`src/bsfs_pkg.sv`:
```
// Purpose: constants for the buck start-up and fault sequencer
// Assumes: core_clk is the 10 MHz internal timebase
// Notes: cycle counts derive from times in ns
package bsfs_pkg;

    // ----------------------------------------
    // timing
    // ----------------------------------------
    localparam int CLK_PERIOD_NS = 100;
    localparam int BLANK_TIME_NS = 160;
    // least time: round up
    localparam int BLANK_CYC = (BLANK_TIME_NS + CLK_PERIOD_NS - 1) / CLK_PERIOD_NS;
    localparam logic [3:0] BLANK_CYC_W = 4'(BLANK_CYC);
    localparam int HICCUP_CYCLES = 4096;
    localparam logic [12:0] HICCUP_CYC_W = 13'h1000;

    // ----------------------------------------
    // switching period and pre-bias steps
    // ----------------------------------------
    localparam logic [5:0] PERIOD_LAST = 6'h13;
    localparam logic [5:0] LOW_MIN = 6'h01;
    localparam logic [5:0] STEP1_PULSES = 6'h20;
    localparam logic [5:0] STEP2_PULSES = 6'h10;
    localparam logic [5:0] STEP3_PULSES = 6'h08;
    localparam logic [2:0] DUTY_Q1 = 3'h1;
    localparam logic [2:0] DUTY_FULL = 3'h4;

    // ----------------------------------------
    // sequencer states
    // ----------------------------------------
    typedef enum logic [2:0] {
        ST_OFF = 3'b000,
        ST_TRISTATE = 3'b001,
        ST_ASYNC = 3'b010,
        ST_RAMP = 3'b011,
        ST_RUN = 3'b100,
        ST_SSDOWN = 3'b101,
        ST_HICCUP = 3'b110
    } bsfs_state_type;

endpackage

```
`src/bsfs_sequencer.sv`:
```
// Purpose: start-up, pre-bias, pwm gating and fault sequencing of a buck controller
// Assumes: comparator levels arrive unsynchronised; duty word from the loop is sync
// Notes: gate commands are registered; tristate is a separate enable output
//
// Overview of operation
// - drives off when supply or enable low
// - ready flag needs supply and enable (turn-on level only while off), starts soft-start
// - start only with enable above turn-on threshold
// - low side off until first high pulse
// - low pulse steps 25, 50, 75, 100 percent
// - steps last 32, 16, 8 pulses
// - overcurrent trip active during soft-start ramp
// - soft-start node low forces low side on
// - soft-start shutdown left only by node cycling
// - enable below shutdown level tristates drivers
// - high pulse starts at cycle edge, comparator ends
// - sync rising edge locks cycle to sync
// - overcurrent when sense below ground, low on
// - sense ignored 2 cycles (160 ns rounded up to 200 ns) after low rises
// - trip latches, hiccup shorts soft-start node
// - hiccup lasts 4096 switching periods then soft-start
// - hiccup repeats while overload persists
module bsfs_sequencer (
    input wire logic core_clk,
    input wire logic arst_n,
    input wire logic supply_ok,
    input wire logic enable_on,
    input wire logic enable_above_off,
    input wire logic softstart_low,
    input wire logic sense_below_gnd,
    input wire logic sync_in,
    input wire logic [5:0] duty_cmp,
    output logic high_drive,
    output logic low_drive,
    output logic drive_enable,
    output logic supply_valid_flag,
    output logic softstart_discharge,
    output logic overcurrent_trip,
    output logic sync_locked
);

    // ----------------------------------------
    // input synchronisers
    // ----------------------------------------
    logic [5:0] meta_r;
    logic [5:0] sync_r;
    logic [5:0] raw;
    assign raw = {sync_in, sense_below_gnd, softstart_low, enable_above_off, enable_on, supply_ok};

    always_ff @(posedge core_clk or negedge arst_n)
    begin
        if (!arst_n)
        begin
            meta_r <= 6'h00;
            sync_r <= 6'h00;
        end
        else
        begin
            meta_r <= raw;
            sync_r <= meta_r;
        end
    end

    logic s_supply, s_en_on, s_en_hold, s_ss_low, s_sense, s_sync;
    assign s_supply = sync_r[0];
    assign s_en_on = sync_r[1];
    assign s_en_hold = sync_r[2];
    assign s_ss_low = sync_r[3];
    assign s_sense = sync_r[4];
    assign s_sync = sync_r[5];

    // ----------------------------------------
    // sequencer state
    // ----------------------------------------
    bsfs_pkg::bsfs_state_type state_r, state_nxt;
    logic [5:0] phase_r, phase_nxt;
    logic [5:0] pulses_r, pulses_nxt;
    logic [2:0] duty_r, duty_nxt;
    logic [12:0] hic_r, hic_nxt;
    logic [3:0] blank_r, blank_nxt;
    logic sync_prev_r, sync_prev_nxt;
    logic locked_r, locked_nxt;
    logic trip_r, trip_nxt;
    logic ss_seen_r, ss_seen_nxt;
    logic hi_r, hi_nxt;
    logic lo_r, lo_nxt;
    logic en_r, en_nxt;
    logic ready_r, ready_nxt;
    logic dis_r, dis_nxt;

    logic ready;
    logic cycle_start;
    logic sync_edge;
    logic [7:0] low_width;
    logic low_on;
    logic oc_event;

    // turn-on needs the higher enable level; hysteresis holds until the 1 V level
    assign ready = s_supply && s_en_hold && (s_en_on || state_r != bsfs_pkg::ST_OFF);
    assign sync_edge = s_sync && !sync_prev_r;
    // once locked, the sync edge replaces the free-running terminal count
    assign cycle_start = locked_r ? sync_edge : (phase_r == bsfs_pkg::PERIOD_LAST);
    // low pulse fills the off time scaled by duty_r quarters
    assign low_width = 8'((({2'h0, bsfs_pkg::PERIOD_LAST} - {2'h0, duty_cmp}) * duty_r) >> 2);

    always_comb
    begin
        low_on = 1'b0;
        if (phase_r >= duty_cmp)
        begin
            low_on = ({2'h0, phase_r} - {2'h0, duty_cmp}) < low_width;
        end
    end

    // blanking counter expires before the sense comparator is trusted
    assign oc_event = lo_r && (blank_r == 4'h0) && s_sense;

    always_comb
    begin
        state_nxt = state_r;
        phase_nxt = cycle_start ? 6'h00 : phase_r + 6'h01;
        pulses_nxt = pulses_r;
        duty_nxt = duty_r;
        hic_nxt = hic_r;
        blank_nxt = blank_r;
        sync_prev_nxt = s_sync;
        locked_nxt = locked_r || sync_edge;
        trip_nxt = trip_r;
        ss_seen_nxt = ss_seen_r;
        hi_nxt = 1'b0;
        lo_nxt = 1'b0;
        en_nxt = 1'b1;
        ready_nxt = ready;
        dis_nxt = 1'b0;
        if (lo_r && blank_r != 4'h0)
        begin
            blank_nxt = blank_r - 4'h1;
        end
        else if (!lo_r)
        begin
            blank_nxt = bsfs_pkg::BLANK_CYC_W;
        end
        if (phase_r > bsfs_pkg::PERIOD_LAST && !locked_r)
        begin
            phase_nxt = 6'h00;
        end

        case (state_r)
            bsfs_pkg::ST_OFF:
            begin
                hi_nxt = 1'b0;
                lo_nxt = 1'b0;
                en_nxt = s_en_hold;
                if (ready)
                begin
                    state_nxt = bsfs_pkg::ST_ASYNC;
                    duty_nxt = bsfs_pkg::DUTY_Q1;
                    pulses_nxt = bsfs_pkg::STEP1_PULSES;
                end
            end
            bsfs_pkg::ST_TRISTATE:
            begin
                en_nxt = 1'b0;
                if (s_en_hold)
                begin
                    state_nxt = bsfs_pkg::ST_OFF;
                end
            end
            bsfs_pkg::ST_ASYNC, bsfs_pkg::ST_RAMP, bsfs_pkg::ST_RUN:
            begin
                // trailing edge: rise at boundary, fall at comparison
                hi_nxt = (phase_nxt < duty_cmp);
                if (state_r != bsfs_pkg::ST_ASYNC)
                begin
                    lo_nxt = !hi_nxt && low_on;
                end
                if (state_r == bsfs_pkg::ST_ASYNC && hi_r)
                begin
                    state_nxt = bsfs_pkg::ST_RAMP;
                end
                if (state_r == bsfs_pkg::ST_RAMP && cycle_start)
                begin
                    if (pulses_r > bsfs_pkg::LOW_MIN)
                    begin
                        pulses_nxt = pulses_r - 6'h01;
                    end
                    else
                    begin
                        duty_nxt = duty_r + 3'h1;
                        if (duty_r == 3'h1)
                        begin
                            pulses_nxt = bsfs_pkg::STEP2_PULSES;
                        end
                        else
                        begin
                            pulses_nxt = bsfs_pkg::STEP3_PULSES;
                        end
                        if (duty_nxt == bsfs_pkg::DUTY_FULL)
                        begin
                            state_nxt = bsfs_pkg::ST_RUN;
                        end
                    end
                end
                if (oc_event)
                begin
                    trip_nxt = 1'b1;
                    hic_nxt = 13'h0000;
                    state_nxt = bsfs_pkg::ST_HICCUP;
                    hi_nxt = 1'b0;
                    lo_nxt = 1'b0;
                end
                else if (s_ss_low)
                begin
                    state_nxt = bsfs_pkg::ST_SSDOWN;
                    ss_seen_nxt = 1'b1;
                    hi_nxt = 1'b0;
                    lo_nxt = 1'b0;
                end
            end
            bsfs_pkg::ST_SSDOWN:
            begin
                hi_nxt = 1'b0;
                lo_nxt = 1'b1;
                // leave only after node was low and is released
                if (!s_ss_low && ss_seen_r)
                begin
                    ss_seen_nxt = 1'b0;
                    state_nxt = bsfs_pkg::ST_ASYNC;
                    duty_nxt = bsfs_pkg::DUTY_Q1;
                    pulses_nxt = bsfs_pkg::STEP1_PULSES;
                    lo_nxt = 1'b0;
                end
            end
            bsfs_pkg::ST_HICCUP:
            begin
                dis_nxt = 1'b1;
                if (cycle_start)
                begin
                    hic_nxt = hic_r + 13'h0001;
                end
                if (hic_r == bsfs_pkg::HICCUP_CYC_W)
                begin
                    trip_nxt = 1'b0;
                    dis_nxt = 1'b0;
                    state_nxt = bsfs_pkg::ST_ASYNC;
                    duty_nxt = bsfs_pkg::DUTY_Q1;
                    pulses_nxt = bsfs_pkg::STEP1_PULSES;
                end
            end
            default:
            begin
                state_nxt = bsfs_pkg::ST_OFF;
            end
        endcase

        // lockout and shutdown override every state
        if (!s_en_hold)
        begin
            state_nxt = bsfs_pkg::ST_TRISTATE;
            en_nxt = 1'b0;
            hi_nxt = 1'b0;
            lo_nxt = 1'b0;
            dis_nxt = 1'b0;
            trip_nxt = 1'b0;
        end
        else if (!ready)
        begin
            state_nxt = bsfs_pkg::ST_OFF;
            hi_nxt = 1'b0;
            lo_nxt = 1'b0;
            dis_nxt = 1'b0;
            trip_nxt = 1'b0;
        end
    end

    always_ff @(posedge core_clk or negedge arst_n)
    begin
        if (!arst_n)
        begin
            state_r <= bsfs_pkg::ST_OFF;
            phase_r <= 6'h00;
            pulses_r <= 6'h00;
            duty_r <= 3'h0;
            hic_r <= 13'h0000;
            blank_r <= 4'h0;
            sync_prev_r <= 1'b0;
            locked_r <= 1'b0;
            trip_r <= 1'b0;
            ss_seen_r <= 1'b0;
            hi_r <= 1'b0;
            lo_r <= 1'b0;
            en_r <= 1'b0;
            ready_r <= 1'b0;
            dis_r <= 1'b0;
        end
        else
        begin
            state_r <= state_nxt;
            phase_r <= phase_nxt;
            pulses_r <= pulses_nxt;
            duty_r <= duty_nxt;
            hic_r <= hic_nxt;
            blank_r <= blank_nxt;
            sync_prev_r <= sync_prev_nxt;
            locked_r <= locked_nxt;
            trip_r <= trip_nxt;
            ss_seen_r <= ss_seen_nxt;
            hi_r <= hi_nxt;
            lo_r <= lo_nxt;
            en_r <= en_nxt;
            ready_r <= ready_nxt;
            dis_r <= dis_nxt;
        end
    end

    assign high_drive = hi_r;
    assign low_drive = lo_r;
    assign drive_enable = en_r;
    assign supply_valid_flag = ready_r;
    assign softstart_discharge = dis_r;
    assign overcurrent_trip = trip_r;
    assign sync_locked = locked_r;

endmodule

```
`config.mk`:
```
export PLATFORM = sky130hd
export DESIGN_NAME = bsfs_sequencer
export DESIGN_NICKNAME = d
export VERILOG_FILES = /design/src/bsfs_pkg.sv /design/src/bsfs_sequencer.sv
export SDC_FILE = /design/constraint.sdc
export NUM_CORES = 1
export LEC_CHECK = 0
export BUFFER_PORTS_ARGS = -buffer_cell sky130_fd_sc_hd__buf_2
export CELL_PAD_IN_SITES_DETAIL_PLACEMENT = 0
export CELL_PAD_IN_SITES_GLOBAL_PLACEMENT = 1
export CORE_ASPECT_RATIO = 0.6
export CORE_MARGIN = 2
export CORE_UTILIZATION = 42
export DETAILED_ROUTE_END_ITERATION = 6
export MAX_ROUTING_LAYER = met4
export PLACE_DENSITY_LB_ADDON = 0.1
export SYNTH_ARGS = -nofsm -noshare
export SYNTH_HDL_FRONTEND = slang
export SYNTH_SLANG_ARGS = --single-unit
```
`constraint.sdc`:
```
create_clock -name core_clk -period 3.9 [get_ports core_clk]
set_input_delay 1.17 -clock core_clk [delete_from_list [all_inputs] [get_ports core_clk]]
set_output_delay 1.17 -clock core_clk [all_outputs]
set_load 0.02 [all_outputs]
```
### Word-level counts from Yosys, hierarchy flattened

Index checks and enable logic that the tools add are counted.

* add/subtract/negate cells: 7
* multipliers: 1
* order comparisons: 5
* equal/unequal tests: 25
* multiplexer cells: 60
* reduce and logical (&&, ||, !) cells: 31

Operators with widths (count)
* 3-bit 2-to-1 mux: 15
* 6-bit 2-to-1 mux: 7
* 1-bit 2-to-1 mux: 26
* 13-bit 2-to-1 mux: 2
* 13-bit case mux with 2 select lines: 1
* 3-bit case mux with 4 select lines: 2
* 6-bit case mux with 4 select lines: 1
* 2-bit inequality test, second input constant: 9
* 13-bit by 1-bit adder with 13-bit output, second input constant: 1
* 13-bit == test, second input constant: 1
* 3-bit == test, second input constant: 4
* 4-bit inequality test, second input constant: 3
* 1-bit logical AND: 11
* 8-bit by 6-bit less-than comparator with 1-bit output: 1
* 8-bit by 3-bit multiplier with 8-bit output: 1
* 4-bit 2-to-1 mux: 2
* 4-bit nonzero test: 2
* 5-bit by 6-bit subtractor with 7-bit output, first input constant: 1
* 6-bit by 6-bit subtractor with 7-bit output: 1
* 6-bit by 1-bit adder with 6-bit output, second input constant: 1
* 3-bit by 1-bit == test with 1-bit output, second input constant: 2
* 3-bit by 2-bit == test with 1-bit output, second input constant: 2
* 6-bit by 5-bit == test with 1-bit output, second input constant: 1
* 6-bit >= comparator: 1
* other kinds (23): 31

* flip-flop bits (word level): 56
* input port bits: 14
* output and inout port bits: 7
* word-level logic and storage cells: 146

### Depth between registers and ports, before layout

* depth in word-level cells: 14
* gate-level depth with buffers: 17
* depth with buffers taken out: 17

### Worst setup path before layout

No wires, ideal clock.

* path kind: input to register
* start: input duty_cmp[2]
* end: register lo_r, in the netlist low_drive
* library setup time: 0.095 ns
* data arrival time: 4.076 ns
* data required time: 3.805 ns
* setup slack: -0.272 ns
* stages: 17
* path buffers: 0
* path through: inv_1 ha_1 nand2_1 fa_1 inv_1 ha_1 a21o_1 a21oi_1 o21bai_1 a21oi_1 xnor2_1 ha_1 a21oi_1 o211ai_1 nor4_1 o311ai_0 o31ai_1

* cells in the longest elaborated chain, start to end: 11
* elaborated cells on any way between the ends: 15
* those cells by class: 2 x add/sub; 1 x mul; 3 x order compare; 7 x mux; 2 x reduce/logical

RTL lines
* from (decl): line bsfs_sequencer.sv:32 `input wire logic [5:0] duty_cmp,`
* 5-bit by 6-bit subtractor with 7-bit output: line bsfs_sequencer.sv:104 `assign low_width = 8'((({2'h0, bsfs_pkg::PERIOD_LAST} - {2'h0, duty_cmp}) * duty_r) >> 2);`
* 8-bit by 3-bit multiplier with 8-bit output: line bsfs_sequencer.sv:104
* 8-bit by 6-bit less-than comparator with 1-bit output: line bsfs_sequencer.sv:111 `low_on = ({2'h0, phase_r} - {2'h0, duty_cmp}) < low_width;`
* 1-bit 2-to-1 mux: line bsfs_sequencer.sv:109 `if (phase_r >= duty_cmp)`
* 1-bit logical AND (*): line bsfs_sequencer.sv:175 `lo_nxt = !hi_nxt && low_on;`
* 1-bit 2-to-1 mux (*): line bsfs_sequencer.sv:173 `if (state_r != bsfs_pkg::ST_ASYNC)`
* 1-bit 2-to-1 mux (*): line bsfs_sequencer.sv:212 `else if (s_ss_low)`
* 1-bit 2-to-1 mux (*): line bsfs_sequencer.sv:204 `if (oc_event)`
* 1-bit case mux with 2 select lines (*): line bsfs_sequencer.sv:148 `case (state_r)`
* 1-bit 2-to-1 mux (*): line bsfs_sequencer.sv:266 `else if (!ready)`
* 1-bit 2-to-1 mux (*): line bsfs_sequencer.sv:257 `if (!s_en_hold)`
* named net lo_nxt: line bsfs_sequencer.sv:86 `logic lo_r, lo_nxt;`
* to (signal assigned): line bsfs_sequencer.sv:309 `lo_r <= lo_nxt;`
* to (decl): line bsfs_sequencer.sv:86

The timed path passes the listed nets; every way through them passes the cells marked *.
A chain may end at the register's enable or synchronous reset.

### Worst setup path after layout

* start: input duty_cmp[3]
* end: register lo_r, in the netlist low_drive

The elaborated chain is that of the path after synthesis.

==> results_dict.tcl <==
set metrics [dict create \
    clkTransAtPathRegs_ns 0.07 \
    rr_endpoint "low_drive" \
    leakage_uw 0.00198 \
    grt_pass1_vias 2595 \
    gp_congestion 0.862 \
    swShare_pct 34.3 \
    drt_pass1_iterations 4 \
    post-place-cells 518 \
    fin_setup_tns_ns -0.159 \
    ir_drop_mv 0.180 \
    ys_seq_elements 56 \
    setup_viol 1 \
    synth_nets 424 \
    ys_types 58 \
    clockPowerShare_pct 24.9 \
    crit_required_ns 4.10 \
    cp-start-kind "input pin" \
    antenna_left 0 \
    fp.dieH_microns 75.8 \
    fin_crit_ns 4.06 \
    coreArea_sq_um 8430 \
    place_ws_ns -0.660 \
    switching_power_uw 600 \
    critPathBufInv 3 \
    arrival_ns 4.26 \
    path_class "input pin to flop" \
    path_cells "buf_8 -> inv_4 -> ha_4 -> nand2_2 -> fa_1 -> inv_1 -> ha_1 -> a21o_1 -> a21oi_2 -> o21bai_1 -> a21oi_1 -> xnor2_1 -> ha_1 -> a21oi_2 -> o211ai_1 -> nor4_1 -> o311ai_1 -> o31ai_1" \
    slowest_delay_ns 0.50 \
    crit_family "adder cells" \
    powerDensity_nw_per_um2 418 \
    rr_worst_depth 15 \
    drt_iter0_drc 184 \
    hold_viol 0 \
    fin_ws_ns -0.159 \
    timing.rr.start "duty_r[2]" \
    grt_usage_pct 19.4 \
    viasPerCell 5.17 \
    worstHoldStart "meta_r[3]" \
    dieArea_sq_um 9360 \
    yosysSeqAreaShare_pct 38.9 \
    htree_levels 2 \
    synth-edff-count 0 \
    crit_path_max_fanout 3 \
    clockBufferDepth 2 \
    async_flop_share_pct 100 \
    crit_path_end_kind "flop" \
    relSlewSlack_pct 52.3 \
    holdPathStages 0 \
    hold_path.class "flop to flop" \
    skew_ns 0.00766 \
    slew_viol_final 0 \
    cts_tree "built" \
    grt_max_degree 29 \
    rows 26 \
    finalWirelength_mm 7.91 \
    violations "setup timing" \
    max_freq_mhz 246 \
    p_int_uw 1150 \
    seq_power_share_pct 39.6 \
    initial_core_util_pct 42.8 \
    cts-root-buf "clkbuf_16" \
    cts_sinks 56 \
    layout.cells.non_filler 526 \
    status "complete, but fails checks" \
    overflow 0 \
    syn_to_final_growth_pct 16.0 \
    port_buffers 20 \
    slowest_stage "fa_1" \
    hpwl_mm 6.11 \
    rsz0062_at_grt "true" \
    grt_antenna_before_repair 0 \
    num_vias 2718 \
    nFillCells 785 \
    clkLatencyLatePin_ns 0.30 \
    grt_pass1_wl_mm 13.2 \
    dieWidth_microns 124 \
    final_common_cell "dfrtp_1" \
    post_drt_wl_per_cell_microns 15.0 \
    ys.flop_type "dfrtp_1" \
    n_antenna_cell 0 \
    postSynthCellCount 372 \
    cap_violations 0 \
    num_io_pins 21 \
    avgSynthCellArea_sq_um 9.69 \
    num-nets-final 466 \
    numCtsBuffers 5 \
    remaining_drc_errors 0 \
    timing.final.crit_share_pct 104 \
    r2r_slack_ns 0.44 \
    p_comb_share_pct 35.6 \
    drive_above_1_share_pct 17.1 \
    most-common-layout-cells "56 x dfrtp_1, 31 x nand2_1, 31 x inv_1" \
    synth_area_sq_um 3600 \
    yosysWarningCount 0 \
    hold-path-endpoint "sync_r[3]" \
    max_slew.worst_pin.slew_ns 0.715 \
]
flip-flops by register name, summed over array words and instances, names as in the netlist:
register and flops:
blank_r 4, drive_enable 1, duty_r 3, hic_r 13
high_drive 1, low_drive 1, meta_r 6, overcurrent_trip 1
phase_r 6, pulses_r 6, softstart_discharge 1, ss_seen_r 1
state_r 3, supply_valid_flag 1, sync_locked 1, sync_prev_r 1
sync_r 6
metrics by stage:
step	area, sq um	hold slack [ns]	utilization (%)	power [uW]
6_report	4180	0.350	49.6	1750
5_1_grt	4180	0.360	49.6	1880
2_1_floorplan	3610	0.331	-	1110
3_3_place_gp	3970	0.331	47.1	1280
4_1_cts	4180	0.351	49.6	1760
3_5_place_dp	3970	0.335	47.1	1290
how the worst max path moves through the flow:
stage | depth (start not counted) | slack (ns) | start | end
after floorplan | 17 | -0.24 | duty_cmp[2] | low_drive
after CTS | 18 | -0.22 | duty_cmp[3] | low_drive
after detailed placement | 18 | -0.66 | duty_cmp[3] | low_drive
final | 18 | -0.16 | duty_cmp[3] | low_drive
after global placement | 18 | -0.40 | duty_cmp[2] | low_drive
after global routing | 18 | -0.38 | duty_cmp[3] | low_drive
final cells by class:
type	count	area, sq um	area share, %
Multi-Input combinational cell	275	2090	49.9
Sequential cell	56	1400	33.5
Timing Repair Buffer	42	282	6.73
Tap cell	112	140	3.35
Inverter	34	133	3.17
Clock buffer	5	125	2.99
Clock inverter	2	12.5	0.299
Yosys cell counts (5+ instances only):
master / number / share of area (%)
a21oi_1: 14 / 1.9
o211ai_1: 5 / 1.0
o31ai_1: 6 / 1.2
a21o_1: 6 / 1.2
fa_1: 7 / 3.9
nand2b_1: 6 / 1.0
inv_1: 33 / 3.4
xor2_1: 13 / 3.2
xnor2_1: 15 / 3.6
nor2b_1: 8 / 1.4
ha_1: 31 / 11
o21ai_0: 17 / 2.4
dfrtp_1: 56 / 39
nor2_1: 29 / 3.0
nand3_1: 8 / 1.1
nand2_1: 32 / 3.3
nor3_1: 12 / 1.7
and3_1: 5 / 0.87
worst reg2reg max path, delay by kind of cell (launching register included):
family                     cells  cell delay (ns)
buffers and inverters          1             0.05
and+or+nand+nor                2             0.34
xor gates and xnor gates       1             0.16
AOI/OAI and AO/OA              8             1.18
adders and majority gates      3             1.13
DFF                            1             0.52
power by group through the flow:
stage / clock, uW / combinational, uW / sequential, uW
4_1_cts: 452 / 622 / 690
3_5_place_dp: 0 / 592 / 700
6_report: 434 / 621 / 691
5_1_grt: 479 / 706 / 700
3_3_place_gp: 0 / 581 / 699
2_1_floorplan: 0 / 428 / 681
cell families after synthesis:
kind of cell	synth area share, %
xor gates and xnor gates	6.81
and+or+nand+nor	18.2
DFF	38.9
adders and majority gates	14.7
buffers and inverters	4.44
muxes	1.28
AOI/OAI and AO/OA	15.7
what timing repair did:
item	CTS	global route
resized for setup	15	1
buffers inserted	1	0
setup endpoints to repair	1	1
pin swaps	9	2
hold buffers	0	0
per-layer routing:
metal	track usage (%)	vias to the layer above	routed length (microns)
met3	3.82	8	274
met5	-	-	0
met1	30.6	1290	4540
li1	-	1382	-
met4	4.92	0	79
met2	24.6	38	3010
Note: power is estimated with default switching activity, not from simulation.
